**src/hw/pwm_cfg.svh**
```systemverilog
// Overview of operation
// - Unit runs only while module-on bit set.
// - Polarity select inverts active and idle levels.
// - Waveform clock is system clock /2,/4,/8,/16.
// - Counter overflow sets the overflow flag.
// - Pin share select hands pin to waveform.
// - Period lasts period value waveform clocks.
// - Zero period gives constant inactive level.
// - Duty value sets active part length.
// - Period not above duty gives constant active.
// - Zero duty gives constant inactive level.
// - Pin off still counts as 8-bit timer.
// - Interrupt forwarded only while irq enable set.
`ifndef PWM_CFG_SVH
`define PWM_CFG_SVH

// ----------------------------------------------------------------
// Register offsets
// ----------------------------------------------------------------
`define PWM_ADDR_CONTROL 8'hd1
`define PWM_ADDR_PERIOD 8'hd2
`define PWM_ADDR_DUTY 8'hd3
`define PWM_ADDR_IRQ_STATUS 8'hd4
`define PWM_ADDR_IRQ_MASK 8'hd5

// ----------------------------------------------------------------
// Control register fields
// ----------------------------------------------------------------
`define PWM_BIT_MODULE_ON 7
`define PWM_BIT_POLARITY 6
`define PWM_BIT_DIV_HI 5
`define PWM_BIT_DIV_LO 4
`define PWM_BIT_OVF_FLAG 1
`define PWM_BIT_PIN_SHARE 0
`define PWM_BIT_IRQ 0

// ----------------------------------------------------------------
// Reset values
// ----------------------------------------------------------------
`define PWM_RST_CONTROL 8'h00
`define PWM_RST_PERIOD 8'h00
`define PWM_RST_DUTY 8'h00
`define PWM_RST_IRQ 1'b0

// ----------------------------------------------------------------
// Prescaler terminal counts, each one less than its divisor
// ----------------------------------------------------------------
`define PWM_LAST_DIV2 4'h1
`define PWM_LAST_DIV4 4'h3
`define PWM_LAST_DIV8 4'h7
`define PWM_LAST_DIV16 4'hf

`endif

```
**src/hw/pwm_pkg.sv**
```systemverilog
package pwm_pkg;

  typedef logic [7:0] pwm_byte_t;

  typedef enum logic [1:0] {
    PWM_DIV2 = 2'h0,
    PWM_DIV4 = 2'h1,
    PWM_DIV8 = 2'h2,
    PWM_DIV16 = 2'h3
  } pwm_div_e;

endpackage

```
**src/hw/pwm_prescale.sv**
```systemverilog
`timescale 1ns/10ps
`include "pwm_cfg.svh"
module pwm_prescale (
  input logic clk,
  input logic rst,
  input logic run,
  input pwm_pkg::pwm_div_e div_sel,
  output logic tick
);

  logic [3:0] div_cnt_r;
  logic [3:0] div_cnt_nxt;
  wire [3:0] last_cnt;

  // Last count value before the tick: divisor minus one.
  function automatic logic [3:0] last_of(input pwm_pkg::pwm_div_e sel);
    case (sel)
      pwm_pkg::PWM_DIV2: last_of = `PWM_LAST_DIV2;
      pwm_pkg::PWM_DIV4: last_of = `PWM_LAST_DIV4;
      pwm_pkg::PWM_DIV8: last_of = `PWM_LAST_DIV8;
      default: last_of = `PWM_LAST_DIV16;
    endcase
  endfunction

  assign last_cnt = last_of(div_sel);
  assign tick = run && (div_cnt_r == last_cnt);
  assign div_cnt_nxt = (!run || tick) ? 4'h0 : div_cnt_r + 4'h1;

  always_ff @(posedge clk) begin
    if (rst) begin
      div_cnt_r <= 4'h0;
    end else begin
      div_cnt_r <= div_cnt_nxt;
    end
  end

endmodule

```
**src/hw/pwm_period_cnt.sv**
```systemverilog
`timescale 1ns/10ps
module pwm_period_cnt (
  input logic clk,
  input logic rst,
  input logic run,
  input logic tick,
  input pwm_pkg::pwm_byte_t period,
  output pwm_pkg::pwm_byte_t count,
  output logic ovf
);

  pwm_pkg::pwm_byte_t count_r;
  pwm_pkg::pwm_byte_t count_nxt;
  wire at_top;

  // A zero period leaves the counter free running over all 256 steps.
  function automatic logic is_top(input pwm_pkg::pwm_byte_t c, input pwm_pkg::pwm_byte_t p);
    if (p == 8'h00) begin
      is_top = (c == 8'hff);
    end else begin
      is_top = ({1'b0, c} + 9'h001 >= {1'b0, p});
    end
  endfunction

  assign at_top = is_top(count_r, period);
  assign ovf = run && tick && at_top;
  assign count_nxt = !run ? 8'h00 : !tick ? count_r : at_top ? 8'h00 : count_r + 8'h01;
  assign count = count_r;

  always_ff @(posedge clk) begin
    if (rst) begin
      count_r <= 8'h00;
    end else begin
      count_r <= count_nxt;
    end
  end

endmodule

```
**src/hw/pwm_8bit_gen.sv**
```systemverilog
// Local design decision: the plain strobed port.
`timescale 1ns/10ps
`include "pwm_cfg.svh"
module pwm_8bit_gen (
  input logic clk,
  input logic rst,
  input logic [7:0] reg_addr,
  input logic [7:0] reg_wdata,
  input logic reg_wr,
  input logic reg_rd,
  output logic [7:0] reg_rdata,
  output logic waveform_output_pin,
  output logic waveform_output_pin_oe,
  output logic pwm_irq
);

  // ----------------------------------------------------------------
  // Register state
  // ----------------------------------------------------------------
  logic module_on_bit_r;
  logic output_polarity_select_r;
  pwm_pkg::pwm_div_e clock_divider_select_r;
  logic period_overflow_flag_r;
  logic pin_share_select_r;
  pwm_pkg::pwm_byte_t period_value_r;
  pwm_pkg::pwm_byte_t duty_value_r;
  logic irq_status_r;
  logic waveform_irq_enable_r;
  logic [7:0] rdata_r;
  logic pin_out_r;
  logic pin_oe_r;

  logic period_overflow_flag_nxt;
  logic irq_status_nxt;
  logic [7:0] rdata_nxt;
  logic pin_out_nxt;

  // ----------------------------------------------------------------
  // Address decode
  // ----------------------------------------------------------------
  wire hit_control = (reg_addr == `PWM_ADDR_CONTROL);
  wire hit_period = (reg_addr == `PWM_ADDR_PERIOD);
  wire hit_duty = (reg_addr == `PWM_ADDR_DUTY);
  wire hit_status = (reg_addr == `PWM_ADDR_IRQ_STATUS);
  wire hit_mask = (reg_addr == `PWM_ADDR_IRQ_MASK);
  wire wr_control = reg_wr && hit_control;
  wire wr_period = reg_wr && hit_period;
  wire wr_duty = reg_wr && hit_duty;
  wire wr_status = reg_wr && hit_status;
  wire wr_mask = reg_wr && hit_mask;

  wire [7:0] control_view = {module_on_bit_r, output_polarity_select_r,
                             clock_divider_select_r, 2'h0,
                             period_overflow_flag_r, pin_share_select_r};

  wire [7:0] control_rst = `PWM_RST_CONTROL;

  // ----------------------------------------------------------------
  // Waveform engine
  // ----------------------------------------------------------------
  wire wave_tick;
  wire period_ovf;
  pwm_pkg::pwm_byte_t period_count;

  pwm_prescale u_prescale (
    .clk(clk),
    .rst(rst),
    .run(module_on_bit_r),
    .div_sel(clock_divider_select_r),
    .tick(wave_tick)
  );

  pwm_period_cnt u_period_cnt (
    .clk(clk),
    .rst(rst),
    .run(module_on_bit_r),
    .tick(wave_tick),
    .period(period_value_r),
    .count(period_count),
    .ovf(period_ovf)
  );

  // Active level holds while the count is below the duty value; the zero
  // period and zero duty cases force the idle level, and a period that does
  // not exceed the duty forces the active level.
  wire period_zero = (period_value_r == 8'h00);
  wire duty_zero = (duty_value_r == 8'h00);
  wire duty_full = (period_value_r <= duty_value_r);
  wire in_duty = (period_count < duty_value_r);
  wire wave_active = !period_zero && !duty_zero && (duty_full || in_duty);

  // With the module off the pin is released and the idle level is staged.
  assign pin_out_nxt = (module_on_bit_r && wave_active) ^ output_polarity_select_r;
  wire pin_oe_nxt = module_on_bit_r && pin_share_select_r;

  // ----------------------------------------------------------------
  // Flags and read data
  // ----------------------------------------------------------------
  // Writing zero clears the overflow flag, writing one keeps it; the status bit clears on writing one; overflow wins.
  assign period_overflow_flag_nxt = period_ovf ||
    (period_overflow_flag_r && !(wr_control && !reg_wdata[`PWM_BIT_OVF_FLAG]));
  assign irq_status_nxt = period_ovf ||
    (irq_status_r && !(wr_status && reg_wdata[`PWM_BIT_IRQ]));

  assign rdata_nxt = !reg_rd ? 8'h00 :
                     hit_control ? control_view :
                     hit_period ? period_value_r :
                     hit_duty ? duty_value_r :
                     hit_status ? {7'h00, irq_status_r} :
                     hit_mask ? {7'h00, waveform_irq_enable_r} :
                     8'h00;

  // ----------------------------------------------------------------
  // Register updates
  // ----------------------------------------------------------------
  always_ff @(posedge clk) begin
    if (rst) begin
      module_on_bit_r <= control_rst[`PWM_BIT_MODULE_ON];
      output_polarity_select_r <= control_rst[`PWM_BIT_POLARITY];
      clock_divider_select_r <= pwm_pkg::pwm_div_e'(control_rst[`PWM_BIT_DIV_HI:`PWM_BIT_DIV_LO]);
      pin_share_select_r <= control_rst[`PWM_BIT_PIN_SHARE];
    end else if (wr_control) begin
      module_on_bit_r <= reg_wdata[`PWM_BIT_MODULE_ON];
      output_polarity_select_r <= reg_wdata[`PWM_BIT_POLARITY];
      clock_divider_select_r <= pwm_pkg::pwm_div_e'(reg_wdata[`PWM_BIT_DIV_HI:`PWM_BIT_DIV_LO]);
      pin_share_select_r <= reg_wdata[`PWM_BIT_PIN_SHARE];
    end
  end

  always_ff @(posedge clk) begin
    if (rst) begin
      period_value_r <= `PWM_RST_PERIOD;
      duty_value_r <= `PWM_RST_DUTY;
    end else begin
      if (wr_period) begin
        period_value_r <= reg_wdata;
      end
      if (wr_duty) begin
        duty_value_r <= reg_wdata;
      end
    end
  end

  always_ff @(posedge clk) begin
    if (rst) begin
      period_overflow_flag_r <= `PWM_RST_IRQ;
      irq_status_r <= `PWM_RST_IRQ;
      waveform_irq_enable_r <= `PWM_RST_IRQ;
    end else begin
      period_overflow_flag_r <= period_overflow_flag_nxt;
      irq_status_r <= irq_status_nxt;
      if (wr_mask) begin
        waveform_irq_enable_r <= reg_wdata[`PWM_BIT_IRQ];
      end
    end
  end

  always_ff @(posedge clk) begin
    if (rst) begin
      rdata_r <= 8'h00;
      pin_out_r <= 1'b0;
      pin_oe_r <= 1'b0;
    end else begin
      rdata_r <= rdata_nxt;
      pin_out_r <= pin_out_nxt;
      pin_oe_r <= pin_oe_nxt;
    end
  end

  assign reg_rdata = rdata_r;
  assign waveform_output_pin = pin_out_r;
  assign waveform_output_pin_oe = pin_oe_r;
  assign pwm_irq = irq_status_r && waveform_irq_enable_r;

  // ----------------------------------------------------------------
  // Checks
  // ----------------------------------------------------------------
  // Helper: system cycles since the last waveform tick, restarted whenever
  // the control register is written so a divider change is not misjudged.
  logic [4:0] gap_r;
  logic gap_valid_r;
  always_ff @(posedge clk) begin
    if (rst || wr_control || !module_on_bit_r) begin
      gap_r <= 5'h00;
      gap_valid_r <= 1'b0;
    end else if (wave_tick) begin
      gap_r <= 5'h00;
      gap_valid_r <= 1'b1;
    end else begin
      gap_r <= gap_r + 5'h01;
    end
  end

  wire [4:0] divisor = 5'h02 << clock_divider_select_r;

  property p_off_quiet;
    @(posedge clk) disable iff (rst)
    !module_on_bit_r |-> (!wave_tick && !period_ovf) ##1 (period_count == 8'h00);
  endproperty
  a_off_quiet: assert property (p_off_quiet)
    else $error("waveform unit active while module is off");

  property p_polarity_duty;
    @(posedge clk) disable iff (rst)
    module_on_bit_r && !period_zero && !duty_zero && in_duty
      |=> waveform_output_pin == !$past(output_polarity_select_r);
  endproperty
  a_polarity_duty: assert property (p_polarity_duty)
    else $error("pin not at active level during duty part");

  property p_polarity_rest;
    @(posedge clk) disable iff (rst)
    module_on_bit_r && !duty_full && !in_duty
      |=> waveform_output_pin == $past(output_polarity_select_r);
  endproperty
  a_polarity_rest: assert property (p_polarity_rest)
    else $error("pin not at idle level after duty part");

  property p_divider;
    @(posedge clk) disable iff (rst)
    wave_tick && gap_valid_r && !wr_control |-> gap_r + 5'h01 == divisor;
  endproperty
  a_divider: assert property (p_divider)
    else $error("waveform clock spacing does not match divider select");

  property p_flag_set;
    @(posedge clk) disable iff (rst)
    period_ovf |=> period_overflow_flag_r && irq_status_r;
  endproperty
  a_flag_set: assert property (p_flag_set)
    else $error("overflow did not set the flag");

  property p_flag_hold;
    @(posedge clk) disable iff (rst)
    period_overflow_flag_r && !(wr_control && !reg_wdata[`PWM_BIT_OVF_FLAG])
      |=> period_overflow_flag_r;
  endproperty
  a_flag_hold: assert property (p_flag_hold)
    else $error("overflow flag dropped without a clearing write");

  property p_flag_clear;
    @(posedge clk) disable iff (rst)
    wr_control && !reg_wdata[`PWM_BIT_OVF_FLAG] && !period_ovf |=> !period_overflow_flag_r;
  endproperty
  a_flag_clear: assert property (p_flag_clear)
    else $error("writing zero did not clear the overflow flag");

  property p_pin_share;
    @(posedge clk) disable iff (rst)
    !pin_share_select_r |=> !waveform_output_pin_oe;
  endproperty
  a_pin_share: assert property (p_pin_share)
    else $error("pin driven while pin share select is zero");

  property p_period_len;
    @(posedge clk) disable iff (rst)
    period_ovf && !period_zero |-> period_count == period_value_r - 8'h01;
  endproperty
  a_period_len: assert property (p_period_len)
    else $error("overflow not at end of programmed period");

  property p_zero_period;
    @(posedge clk) disable iff (rst)
    module_on_bit_r && period_zero |=> waveform_output_pin == $past(output_polarity_select_r);
  endproperty
  a_zero_period: assert property (p_zero_period)
    else $error("zero period did not give the idle level");

  property p_full_duty;
    @(posedge clk) disable iff (rst)
    module_on_bit_r && !period_zero && !duty_zero && duty_full
      |=> waveform_output_pin == !$past(output_polarity_select_r);
  endproperty
  a_full_duty: assert property (p_full_duty)
    else $error("period not above duty did not hold the active level");

  property p_zero_duty;
    @(posedge clk) disable iff (rst)
    module_on_bit_r && duty_zero |=> waveform_output_pin == $past(output_polarity_select_r);
  endproperty
  a_zero_duty: assert property (p_zero_duty)
    else $error("zero duty did not give the idle level");

  property p_timer_mode;
    @(posedge clk) disable iff (rst)
    module_on_bit_r && !pin_share_select_r && period_ovf |=> irq_status_r ##0 !waveform_output_pin_oe;
  endproperty
  a_timer_mode: assert property (p_timer_mode)
    else $error("timer mode overflow not flagged");

  property p_irq_gate;
    @(posedge clk) disable iff (rst)
    (!waveform_irq_enable_r |-> !pwm_irq) and (irq_status_r && waveform_irq_enable_r |-> pwm_irq);
  endproperty
  a_irq_gate: assert property (p_irq_gate)
    else $error("interrupt output does not follow flag and enable");

  property p_wrap;
    @(posedge clk) disable iff (rst)
    period_ovf && !wr_control |=> period_count == 8'h00;
  endproperty
  a_wrap: assert property (p_wrap)
    else $error("counter did not wrap to zero after overflow");

  property p_reset_regs;
    @(posedge clk)
    rst |=> control_view == 8'h00 && period_value_r == 8'h00 && duty_value_r == 8'h00;
  endproperty
  a_reset_regs: assert property (p_reset_regs)
    else $error("waveform registers not cleared by reset");

  property p_off_pin;
    @(posedge clk) disable iff (rst)
    !module_on_bit_r |=> waveform_output_pin == $past(output_polarity_select_r) &&
      !waveform_output_pin_oe;
  endproperty
  a_off_pin: assert property (p_off_pin)
    else $error("pin not idle and released while module is off");

  property p_pin_drive;
    @(posedge clk) disable iff (rst)
    module_on_bit_r && pin_share_select_r |=> waveform_output_pin_oe;
  endproperty
  a_pin_drive: assert property (p_pin_drive)
    else $error("pin not driven while pin share select is one");

  property p_timer_count;
    @(posedge clk) disable iff (rst)
    module_on_bit_r && !pin_share_select_r && wave_tick && !period_ovf
      |=> period_count == $past(period_count) + 8'h01;
  endproperty
  a_timer_count: assert property (p_timer_count)
    else $error("timer mode counter did not advance on a waveform tick");

  property p_count_hold;
    @(posedge clk) disable iff (rst)
    module_on_bit_r && !wave_tick |=> period_count == $past(period_count);
  endproperty
  a_count_hold: assert property (p_count_hold)
    else $error("period counter moved between waveform ticks");

  property p_reset_outputs;
    @(posedge clk)
    rst |=> !waveform_output_pin && !waveform_output_pin_oe && !pwm_irq &&
      reg_rdata == 8'h00;
  endproperty
  a_reset_outputs: assert property (p_reset_outputs)
    else $error("outputs not cleared by reset");

endmodule

```
**config.mk**
```make
export PLATFORM = sky130hd
export DESIGN_NAME = pwm_8bit_gen
export DESIGN_NICKNAME = d
export VERILOG_FILES = /design/src/hw/pwm_pkg.sv /design/src/hw/pwm_prescale.sv /design/src/hw/pwm_period_cnt.sv /design/src/hw/pwm_8bit_gen.sv
export VERILOG_INCLUDE_DIRS = /design/src /design/src/hw
export SDC_FILE = /design/constraint.sdc
export NUM_CORES = 1
export LEC_CHECK = 0
export BUFFER_PORTS_ARGS = -buffer_cell sky130_fd_sc_hd__buf_2
export CORE_MARGIN = 4
export CORE_UTILIZATION = 43
export CTS_CLUSTER_DIAMETER = 30
export DETAILED_ROUTE_END_ITERATION = 12
export PLACE_DENSITY = 0.62
export SYNTH_ARGS = -nofsm -noshare
export SYNTH_HDL_FRONTEND = slang
export SYNTH_SLANG_ARGS = --single-unit
```
**constraint.sdc**
```tcl
create_clock -name clk -period 6.1 [get_ports clk]
set_clock_uncertainty 0.05 [all_clocks]
set_input_delay 0.305 -clock clk [delete_from_list [all_inputs] [get_ports clk]]
set_output_delay 0.305 -clock clk [all_outputs]
set_load 0.03 [all_outputs]
```
# After elaboration in Yosys (flattened, before gate mapping)
# Cells that the tools add are included.
dict set report word_totals {
  regBits 46
  output_inout_bits 11
  wordCells 75
}
dict set report op_classes {
  add_sub_neg 3
  magnitude_cmp 3
  n_eq_ne 9
  muxes 8
  bitwise_logic 3
  n_reduce_logical 34
}
# cell n
set op_table {}
lappend op_table {{$eq A8 B8 Y1 const B} 6}
lappend op_table {{$mux W8} 4}
lappend op_table {{$logic_and A1 B1 Y1} 17}
lappend op_table {{$logic_not A8 Y1} 2}
lappend op_table {{$pmux W4 S3} 1}
lappend op_table {{$add A8 B1 Y9 const B} 1}
lappend op_table {{$ge A9 B8 Y1} 1}
lappend op_table {{$add A8 B1 Y8 const B} 1}
lappend op_table {{$le A8 B8 Y1} 1}
lappend op_table {{$lt A8 B8 Y1} 1}
lappend op_table {{$logic_not A1 Y1} 6}
lappend op_table {{$reduce_or A2 Y1} 3}
lappend op_table {{$add A4 B1 Y4 const B} 1}
lappend op_table {{$eq A4 B4 Y1} 1}
lappend op_table {{$logic_or A1 B1 Y1} 4}
lappend op_table {{$mux W1} 3}
lappend op_table {{$reduce_or A3 Y1} 1}
lappend op_table {{$eq A2 B1 Y1 const B} 1}
lappend op_table {{$eq A2 B2 Y1 const B} 1}
lappend op_table {{$logic_not A2 Y1} 1}
lappend op_table {{$not A1 Y1} 2}
lappend op_table {{$xor A1 B1 Y1} 1}

# Longest topological paths before layout
# Gate-level depths: netlist (run 1).
dict set report depth {
  depth_word 7
  depth_mapped 10
}

# Cells and area by module
# Synthesis (run 1) repeated with hierarchy kept, for this count alone.
dict set report hier_totals {
  hier_cells 315
  area_unflattened_um2 2821.5
}
# module n_inst cells_per_inst area_per_inst_um2 seq_area_each_um2
set modules_own_cells {}
lappend modules_own_cells {pwm_8bit_gen 1 196 1791.7 680.7}
lappend modules_own_cells {pwm_period_cnt 1 97 809.5 160.2}
lappend modules_own_cells {pwm_prescale 1 22 220.2 80.1}

# Least setup slack after synthesis (run 1)
# Ideal clock, no wire load.
dict set report synth_path {
  kind {register to register}
  from {register u_period_cnt.count_r[0] (netlist: u_period_cnt.count[0])}
  to {register u_period_cnt.count_r[0] (netlist: u_period_cnt.count[0])}
  setup_time_ns 0.084
  arrival_ns 2.425
  path_slack_ns 3.541
  stages_incl_launch_ff 11
  n_path_buf 0
  path_cell_list {dfxtp_1 -> ha_1 -> nand3_1 -> xnor2_1 -> ha_1 -> a21o_1 -> a2111oi_4 -> o21ai_2 -> a32oi_4 -> nand2_1 -> o31ai_2}
}
dict set report synth_via {
  elab_chain_cells 4
}
# element line_no
set synth_rtl {}
lappend synth_rtl {{start, declared} pwm_period_cnt.sv:12} ;# pwm_pkg::pwm_byte_t count_r;
lappend synth_rtl {{start signal, assigned} pwm_period_cnt.sv:34} ;# count_r <= count_nxt;
lappend synth_rtl {{$add A8 B1 Y9} pwm_period_cnt.sv:21} ;# is_top = ({1'b0, c} + 9'h001 >= {1'b0, p});
lappend synth_rtl {{$ge A9 B8 Y1} pwm_period_cnt.sv:21}
lappend synth_rtl {{$mux W1} pwm_period_cnt.sv:18} ;# if (p == 8'h00) begin
lappend synth_rtl {{$mux W8 *} pwm_period_cnt.sv:27} ;# assign count_nxt = !run ? 8'h00 : !tick ? count_r : at_top ? 8'h00 : count_r + 8'h01;
# Mark *: on every way between the ends. The rest lies on a longest branch, timed or not.
# A chain may end at the register's enable or synchronous reset.

# Final worst setup path (run 1)
# Ends and elaborated chain as after synthesis.

==> results of run 1 <==
[report_power, final]
group | leakage, µW | internal [µW] | switching [µW]
Sequential | 0.000370 | 300 | 0.242
Combinational | 0.000803 | 7.26 | 13.2
Clock | 0.0000362 | 78.3 | 102
[stage by stage]
stage               power [µW]  hold WS [ps]  std cells  instance area, µm²  setup slack, ps
global placement         327.4         408.3        399                2824             3317
CTS                      509.4         194.4        406                2908             3235
floorplan                317.6         383.1        305                2623             3541
global route             522.6         194.2        406                2908             3016
detailed placement       327.6         416.8        399                2824             3261
finish                   501.2         203.9        406                2908             3237
[cells in the mapped netlist (all sizes together)]
library cell / number / share of area [%]
nor3b: 5 / 1.4
a31oi: 2 / 0.48
nor2: 32 / 4.9
nor3: 3 / 0.57
nor4: 4 / 0.95
o41ai: 2 / 0.67
nand4: 2 / 0.48
a2111oi: 1 / 1.0
o2111ai: 1 / 0.33
nand2b: 6 / 1.4
a32oi: 1 / 1.0
mux2i: 20 / 7.6
o22ai: 3 / 0.72
o21ai: 14 / 2.8
nand4b: 3 / 1.0
clkbuf: 10 / 1.4
a22oi: 6 / 1.7
and3: 8 / 2.1
nor2b: 5 / 1.2
xnor2: 4 / 1.3
buf: 1 / 0.19
o21a: 2 / 0.57
ha: 25 / 12
a21o: 2 / 0.57
nand3: 13 / 2.5
o31ai: 1 / 0.48
a211oi: 1 / 0.29
xor2: 4 / 1.3
or3: 2 / 0.48
o21bai: 1 / 0.29
o211ai: 1 / 0.29
o31a: 1 / 0.33
o22a: 1 / 0.33
dfxtp: 46 / 35
a21oi: 23 / 4.4
nor4b: 1 / 0.33
and2: 2 / 0.48
nand2: 28 / 4.0
inv: 17 / 2.4
mux2: 1 / 0.43
[per-layer routing]
layer	up-vias	routed length, µm	global-route usage (%)
met1	1025	3054	25.40
met2	47	2787	28.17
met5	-	0	0
li1	1140	-	-
met3	9	306	2.978
met4	0	95	5.755
[path summary, 6_finish.rpt]
| path | startpoint | end | slack, ps | depth (start not counted) |
|---|---|---|---|---|
| hold / removal | reg_wdata[3] | period_value_r[3]$_SDFFE_PP0P_ | 200 | 3 |
| setup / recovery | u_period_cnt.count[0]$_SDFFE_PP0P_ | u_period_cnt.count[0]$_SDFFE_PP0P_ | 3240 | 10 |
| hold reg to reg | u_prescale.div_cnt_r[0]$_SDFF_PP0_ | u_prescale.div_cnt_r[0]$_SDFF_PP0_ | 430 | 1 |
| setup reg to reg | u_period_cnt.count[0]$_SDFFE_PP0P_ | u_period_cnt.count[0]$_SDFFE_PP0P_ | 3240 | 10 |
[sequential cells by signal, indices dropped and copies added (netlist names), 2 cells and up]
name / cells
reg_rdata: 8
u_prescale.div_cnt_r: 4
period_value_r: 8
u_period_cnt.count: 8
clock_divider_select_r: 2
duty_value_r: 8
[layout by cell type (no fill, tap or decap), types with 3 or more instances in the layout]
cell and count:
a22oi_1 6, and3_1 7, nor3b_1 5, ha_1 25, a21oi_1 23, o22ai_1 3
o21ai_0 8, nor2b_1 5, nand4b_1 3, xnor2_1 4, inv_1 17, buf_2 30
xor2_1 4, dfxtp_1 46, nor3_1 3, nand2_1 28, mux2i_1 20, nand3_1 13
nor2_1 31, nand2b_1 6, clkbuf_8 5, o21ai_1 5, nor4_1 4
[logic make-up after synthesis]
| group | count (synthesis) |
|---|---|
| AND/OR/NAND/NOR | 114 |
| AO/OA/AOI/OAI | 63 |
| flip-flops | 46 |
| buffers and inverters | 28 |
| adder cells (fa/ha/maj) | 25 |
| multiplexers | 21 |
| XOR/XNOR | 8 |
[cell type report]
| class | count | area, µm² | share of cell area [%] |
|---|---|---|---|
| timing repair buffer | 30 | 150.1 | 5.164 |
| tap | 75 | 93.84 | 3.227 |
| clock inverter | 2 | 15.01 | 0.5164 |
| inverter | 17 | 63.81 | 2.194 |
| clock buffer | 5 | 68.82 | 2.367 |
| sequential | 46 | 920.9 | 31.67 |
| multi-input combinational | 231 | 1595 | 54.86 |
[worst max-delay path: stages (launching register included)]
cell and delay [ps]:
dfxtp_1 450, ha_1 290, nand3_1 160, xnor2_1 160
ha_1 290, a21o_1 210, a2111oi_4 360, o21ai_2 150
a32oi_4 330, nand2_1 150, o31ai_2 180
==> metrics.txt, run 1 <==
layout cells sized above 1=about an eighth; initial antenna violation count=0; CTS buffer count=5; achievable frequency=roughly 350 MHz; Post-Synth Simple-Gate Area=21.80%; Port Buffer Count=30; Worst IR Drop VDD=87.42 µV; Pleak=between 0.001 and 0.0015 µW; mux contribution to synthesized area=8.063%; clk buf depth=2; Max-cap violations=0; Crit Path Max Fanout=8; Worst EP required=about 6300 ps; Yosys cell types=44; diode count=0; Worst setup SP type=flop; DR WL/cell=15.38 µm; CP endpoint kind=flop; syn_nets=350; flops & latches, synth=46; # setup viols final=0; Syn. warnings=0; Cells after Synth=305; Detail Placement HPWL=slightly below 5000 µm; Final Core Density=49.11%; CP arrival=slightly above 3000 ps; H-tree depth=2; Adder-Cell Fraction of Synth Area=11.93%; synthesized area=2623 µm²; DRT antenna net count=0; Placeable Area=5921 µm²; CTS tree=yes; Setup Total Neg Slack=0 ps; max-slew violations=0; final hold violations=0; CTS Sinks=46; global-route wire length before repair=between 10000 and 15000 µm; Synth-to-Final Area Change=10.88%; Initial Util=44.29%; nets=between 300 and 400; largest net degree at the start of global routing=30; RSZ-0062 raised after global routing=no; Die X=between 80 and 90 µm; Critical Setup Path Class=flop to flop; DR vias=2221; Top Ports=31; DRC=0; DRT iter0 DRCs=108; period utilization=46.93%; total grt overflow=0; Rel. slew slack=51.80%; routability cong.=about 0.87; register area share after synthesis=35.11%; Fill cells=595; CTS Root Cell=clkbuf_8; pwr dens=172.4 nW/µm²; Worst-Margin Slew=717.5 ps; outcome=complete, no violations; Pre-antenna DRT Iters=4; Die Area=7412 µm²; row count=28; syn_area_per_cell=~8.6 µm²; Synth Area in Compound Gates=between 10% and 20%; largest family of logic cells by synthesized area=simple AND/OR/NAND/NOR gates; Die Y=86.10 µm; total wire length=6243 µm; post_cts resized=0; min-delay worst type=input pin to flop; vias in the first global route=about 2100; DR vias/cell=roughly 5.5; cts hold-fix bufs=0; Post-CTS Setup Inserts=0; Overall Global Routing Usage=18.08%; Reg clk slew, reported paths=90 ps; Final min period=2863 ps; Post-Synth XOR/XNOR Area=2.672%; Clock Latency Late Sink=300 ps
No activity file was read; power rests on OpenSTA's default activity.
==> run 2: changes to the inputs <==
==> constraint.sdc (replaced) <==
create_clock -name clk -period 2.9 [get_ports clk]
set_clock_uncertainty 0.05 [all_clocks]
set_input_delay 0.145 -clock clk [delete_from_list [all_inputs] [get_ports clk]]
set_output_delay 0.145 -clock clk [all_outputs]
set_load 0.03 [all_outputs]
==> run 2 against run 1 <==
Net effect:
- worst hold slack got worse by 160 ps
- total power increased by 150%
- first-iteration DRC count decreased by 2.8%
- via count decreased by 0.41%
- largest cell class unchanged
- critical path type unchanged
- utilization increased by 1.6 points
- sequential share of layout area decreased by 0.91 points
- clock power increased to 3.2 times the previous value
- global-route usage about the same
- count of clock-buffer cells in the layout unchanged
==> metrics.txt, run 2 (synthesis gave the netlist of run 1 again) <==
DR vias/cell=5.369 (-1.9%); H-tree depth=2 (unchanged); top routing layer used=met4; Switching Share=20.38% (-2.7 points); met2 wire length=2779 µm (-0.29%); internal power=992.4 µW (+160%); Overall Global Routing Usage=18.12% (+0.038 points); Port Buffer Count=30 (unchanged); DR WL/cell=15.06 µm (-2.1%); # setup viols final=0 (unchanged); initial antenna violation count=0 (unchanged); Flop pwr share=50.7% (-9.2 points); most common cell after layout, fill and taps aside=dfxtp_1; DRT antenna net count=0 (unchanged); Top Ports=31 (unchanged); CP endpoint kind=flop; Worst EP required=3020 ps (-3250 ps); R2R cell count=11 (+1); clk buf depth=2 (unchanged); nets=381 (+1.3%); DRT iter0 DRCs=105 (-2.8%); WL met3=293 µm (-4.2%); Clock Power Share=45.8% (+9.8 points); RSZ-0062 raised after global routing=no; Pre-antenna DRT Iters=4 (unchanged); Max-cap violations=0 (unchanged); CTS Sinks=46 (unchanged); Synth-to-Final Area Change=14.46%; Placeable Area=5921 µm² (unchanged); Die Y=86.10 µm (unchanged); most frequent cells in the layout=dfxtp_1, nor2_1, buf_2; DRC=0 (unchanged); max-slew violations=0 (unchanged); Clock Latency Late Sink=300 ps (about the same); cts hold-fix bufs=0 (unchanged); routability cong.=0.8751 (+0.28%); largest net degree at the start of global routing=30 (unchanged); Reg clk slew, reported paths=90 ps (about the same); Worst-Margin Slew=737.3 ps (+19.81 ps); DR vias=2212 (-0.41%); CTS tree=yes; P_sw=254.1 µW (+120%); layout cells sized above 1=15.13% (+2.1 points); Rel. slew slack=50.47% (-1.3 points); outcome=complete, no violations; hold path depth=3 (unchanged); row count=28 (unchanged); Critical Setup Path Class=flop to flop; routed length on met1=3074 µm (+0.65%); diode count=0 (unchanged); Final min period=2713 ps (-150.1 ps); final hold violations=0 (unchanged); achievable frequency=368.6 MHz (+5.5%); Die X=86.10 µm (unchanged); Setup Total Neg Slack=0 ps (unchanged); Initial Util=44.29% (unchanged); Worst IR Drop VDD=248.0 µV (+180%); period utilization=93.54% (+47 points); Worst setup SP type=flop; Detail Placement HPWL=4811 µm (-0.22%); total grt overflow=0 (unchanged); Crit Path Max Fanout=7 (-1); Die Area=7412 µm² (unchanged); CTS Root Cell=clkbuf_8; Combinational Power Share=3.5% (-0.6 points); CTS buffer count=5 (unchanged); Pleak=0.001265 µW (+4.6%); global-route wire length before repair=10610 µm (+0.86%); CP arrival=2830 ps (-200 ps); min-delay worst type=input pin to flop; Final Core Density=50.70% (+1.6 points); total wire length=6205 µm (-0.61%); vias in the first global route=2168 (+4.7%); pwr dens=415.3 nW/µm² (+140%)
run 2: final timing paths:
path | slack (ps) | to | start
max reg2reg | 190 | irq_status_r$_SDFF_PP0_ | u_period_cnt.count[0]$_SDFFE_PP0P_
min | 50 | period_value_r[3]$_SDFFE_PP0P_ | reg_wdata[3]
min reg2reg | 430 | u_prescale.div_cnt_r[0]$_SDFF_PP0_ | u_prescale.div_cnt_r[0]$_SDFF_PP0_
max | 190 | irq_status_r$_SDFF_PP0_ | u_period_cnt.count[0]$_SDFFE_PP0P_
run 2: repair_timing:
item | 4_1_cts | 5_1_grt
endpoints found under the hold margin | 0 | 0
gates resized for setup | 0 | 2
setup buffers | 0 | 3
endpoints found under the setup margin | 0 | 9
run 2: stage by stage:
| stage | hold WS, ps | power (µW) | instance area, µm² | instances | worst slack, ps |
|---|---|---|---|---|---|
| floorplan | 231.0 | 668.1 | 2623 | 305 | 340.8 |
| global placement | 341.1 | 688.9 | 2839 | 401 | 222.0 |
| detailed placement | 348.1 | 689.1 | 2839 | 401 | 148.3 |
| CTS | 36.79 | 1257 | 2977 | 409 | 127.7 |
| global route | 57.61 | 1292 | 3002 | 412 | 5.262 |
| finish | 45.41 | 1247 | 3002 | 412 | 187.4 |
run 2: worst max-delay path: stages, from the launching register on:
cell and delay, ps:
dfxtp_2 410, ha_1 190, nand3_1 140, xnor2_1 160, ha_1 290, a21o_1 210
a2111oi_4 360, o21ai_2 150, a32oi_4 270, buf_4 160, nand2b_1 120, a21oi_1 70
run 2: layout make-up:
class	instances	area, µm²
clock buffers	5	68.82
flip-flops and latches	46	923.4
multi-input cells	231	1595
repair buffers	35	187.7
well taps	75	93.84
clock inverters	3	68.82
inverters	17	63.81
fillers	605	2919
run 2: power by group through the flow:
stage / clock network, µW / registers (µW) / logic (µW)
floorplan: 0 / 647 / 21.6
global placement: 0 / 647 / 42.2
detailed placement: 0 / 647 / 42.3
CTS: 583 / 632 / 42.6
global route: 611 / 632 / 48.5
finish: 571 / 632 / 43.2
run 2: routing by layer:
metal,up-vias,GRT usage [%]
met2,49,29.08
met1,1006,25.12
met3,6,2.978
met5,-,0
li1,1151,-
met4,0,4.892
==> run 3: changes to the inputs <==
--- a/config.mk
+++ b/config.mk
@@ -7,6 +7,7 @@
 export NUM_CORES = 1
 export LEC_CHECK = 0
 export BUFFER_PORTS_ARGS = -buffer_cell sky130_fd_sc_hd__buf_2
+export CORE_ASPECT_RATIO = 1.25
 export CORE_MARGIN = 4
 export CORE_UTILIZATION = 43
 export CTS_CLUSTER_DIAMETER = 30
@@ -14,4 +15,5 @@
 export PLACE_DENSITY = 0.62
 export SYNTH_ARGS = -nofsm -noshare
 export SYNTH_HDL_FRONTEND = slang
+export SYNTH_HIERARCHICAL = 1
 export SYNTH_SLANG_ARGS = --single-unit
==> run 3 against run 2 <==
Net effect:
- area after synthesis grew 7.6%
- sequential share of layout area shrank 1.6 points
- synthesized cell count grew 3.3%
- combinational power grew 14%
==> metrics.txt, run 3 <==
H-tree depth=2 (unchanged); P_sw=249.6 µW (-1.8%); DRT iter0 DRCs=173 (+65%); Worst IR Drop VDD=183.4 µV (-26%); register area share after synthesis=32.64% (-2.5 points); Pwr Total=1176 µW (-5.7%); period utilization=91.53% (-2.0 points); clk buf depth=2 (unchanged); pwr dens=371.8 nW/µm² (-10%); leading cell type by number of instances after synthesis=dfxtp_1; Post-CTS Setup Inserts=0 (unchanged); CTS buffer count=5 (unchanged); top cell type's share of synthesized area=32.64% (-2.5 points); largest net degree at the start of global routing=32 (+6.7%); grt met1 use=22.44% (-2.7 points); most used routing layer=met2; total grt overflow=0 (unchanged); DR vias/cell=5.491 (+2.3%); CP endpoint kind=flop; R2R Setup Slk=250 ps (+60 ps); EDFF count, synth=0 (unchanged); synthesized area=2821 µm² (+7.6%); Clock Power Share=42.0% (-3.8 points); M3 GR Usage=2.925% (-0.053 points); ranking of synthesized cells by area=dfxtp_1, ha_1, mux2i_1, nor2_1, a21oi_1; achievable frequency=376.7 MHz (+2.2%); total wire length=6463 µm (+4.2%); routability cong.=0.8790 (+0.45%); top cells by count, synth=dfxtp_1, nor2_1, ha_1; Reg clk slew, reported paths=90 ps (about the same); Placeable Area=6286 µm² (+6.2%); Worst-Margin Slew=572.3 ps (-165.0 ps); max-slew violations=0 (unchanged); DRT antenna net count=0 (unchanged); Pleak=0.001335 µW (+5.5%); # setup viols final=0 (unchanged); CP arrival=2780 ps (-50 ps); flops & latches, synth=46 (unchanged); row count=32 (+14%); Combinational Power Share=4.2% (+0.7 points); cts hold-fix bufs=0 (unchanged); CTS Sinks=46 (unchanged); layout cells sized above 1=18.55% (+3.4 points); CTS tree=yes; global-route wire length before repair=11200 µm (+5.6%); DR vias=2361 (+6.7%); syn_area_per_cell=8.957 µm² (+4.2%); initial antenna violation count=0 (unchanged); Max-cap violations=0 (unchanged); Synth-to-Final Area Change=12.11%; CTS Root Cell=clkbuf_8; Worst EP required=3030 ps (about the same); Setup Total Neg Slack=0 ps (unchanged); Async S/R FF share, synth=0% (unchanged); Final Core Density=50.32% (-0.38 points); Cells after Synth=315 (+3.3%); DR WL/cell=15.03 µm (-0.20%); Fill cells=600 (-0.83%); Switching Share=21.22% (+0.84 points); largest area contributor in the netlist=dfxtp_1; RSZ-0062 raised after global routing=no; Detail Placement HPWL=4990 µm (+3.7%); Die Y=98.57 µm (+14%); Initial Util=44.88% (+0.59 points); internal power=926.3 µW (-6.7%); Rel. slew slack=61.72% (+11 points); most common cell after layout, fill and taps aside=dfxtp_1; Die Area=7930 µm² (+7.0%); diode count=0 (unchanged); most frequent cells in the layout=dfxtp_1, nor2_1, buf_2; min-delay worst type=input pin to flop; Final min period=2654 ps (-58.16 ps); Worst setup SP type=flop; Top Ports=31 (unchanged); post_cts resized=0 (unchanged); Die X=80.45 µm (-6.6%); DRC=0 (unchanged); Clock Latency Late Sink=300 ps (about the same); met2 track demand over resource=29.59% (+0.51 points); Overall Global Routing Usage=17.56% (-0.56 points); Syn. warnings=6 (+6); Crit Path Max Fanout=5 (-2); nets=390 (+2.4%); Synth Flop Type=dfxtp_1; syn_nets=360 (+2.9%); final hold violations=0 (unchanged); Flop pwr share=53.8% (+3.1 points); Yosys cell types=61 (+39%); Port Buffer Count=30 (unchanged); vias in the first global route=2298 (+6.0%); outcome=complete, no violations; Pre-antenna DRT Iters=4 (unchanged); Critical Setup Path Class=flop to flop
==> run 3: cell types whose count changed in the layout (fill, tap and decap cells not counted), moves of 4 or more <==
cell     change
nand4_1      +5
nor3b_1      -5
nand2_1     -16
nand3_1      -6
o21ai_0      -4
and3_1       -6
nor4_1       +5
nor2_1      +10
nor3_1       +7
==> run 3: logic make-up after synthesis <==
kind of cell	count (synthesis)	synth area share (%)
xor+xnor	12	3.725
simple gates	119	23.99
flops	46	32.64
mux	25	9.002
buf+inv	31	4.701
compound gates	57	14.86
fa+ha+maj	25	11.09
==> run 3: worst paths after layout <==
kind,from,to,cells past startpoint
setup / recovery,u_period_cnt/count[1]$_SDFFE_PP0P_,irq_status_r$_SDFF_PP0_,11
hold / removal,reg_wdata[3],duty_value_r[3]$_SDFFE_PP0P_,3
setup reg to reg,u_period_cnt/count[1]$_SDFFE_PP0P_,irq_status_r$_SDFF_PP0_,11
hold reg to reg,pin_share_select_r$_SDFFE_PP0P_,waveform_output_pin_oe$_SDFF_PP0_,2
==> run 3: critical path: stages (launching register included) <==
cell      delay (ps)
dfxtp_1          410
ha_1             280
nand3_2          160
nor2_1           160
xor2_1           190
ha_1             270
a21o_1           170
a221oi_2         280
o21ai_2          130
a41o_1           270
a21oi_1          120
nor2_1            50
==> run 3: final cells by class <==
class / instances / area (µm²) / area share, %
multi-input cells: 238 / 1768 / 55.89
flip-flops and latches: 46 / 920.9 / 29.11
repair buffers: 34 / 180.2 / 5.696
well taps: 85 / 106.4 / 3.362
clock buffers: 6 / 82.58 / 2.611
inverters: 20 / 75.07 / 2.373
clock inverters: 1 / 30.03 / 0.9494
==> run 3: power groups by stage <==
stage	registers (µW)	logic (µW)	clock network, µW
2_1_floorplan	648	23.6	0
3_3_place_gp	647	48.9	0
3_5_place_dp	647	49.2	0
4_1_cts	632	49.2	501
5_1_grt	633	54.0	535
6_report	632	49.1	494
==> run 3: per-layer routing <==
layer,part of all wire [%],up-vias
li1,-,1192
met1,44,1126
met2,50,31
met3,4.0,12
met4,2.0,0
met5,0,-
==> run 3: per-stage QoR <==
step	worst slack (ps)	area, µm²	hold slack [ps]	cells
after floorplan	378.2	2821	238.9	315
final	245.6	3163	50.34	430
after global routing	31.95	3163	39.11	430
after global placement	370.6	3050	350.3	423
after detailed placement	276.0	3050	359.9	423
after CTS	247.4	3163	45.76	430
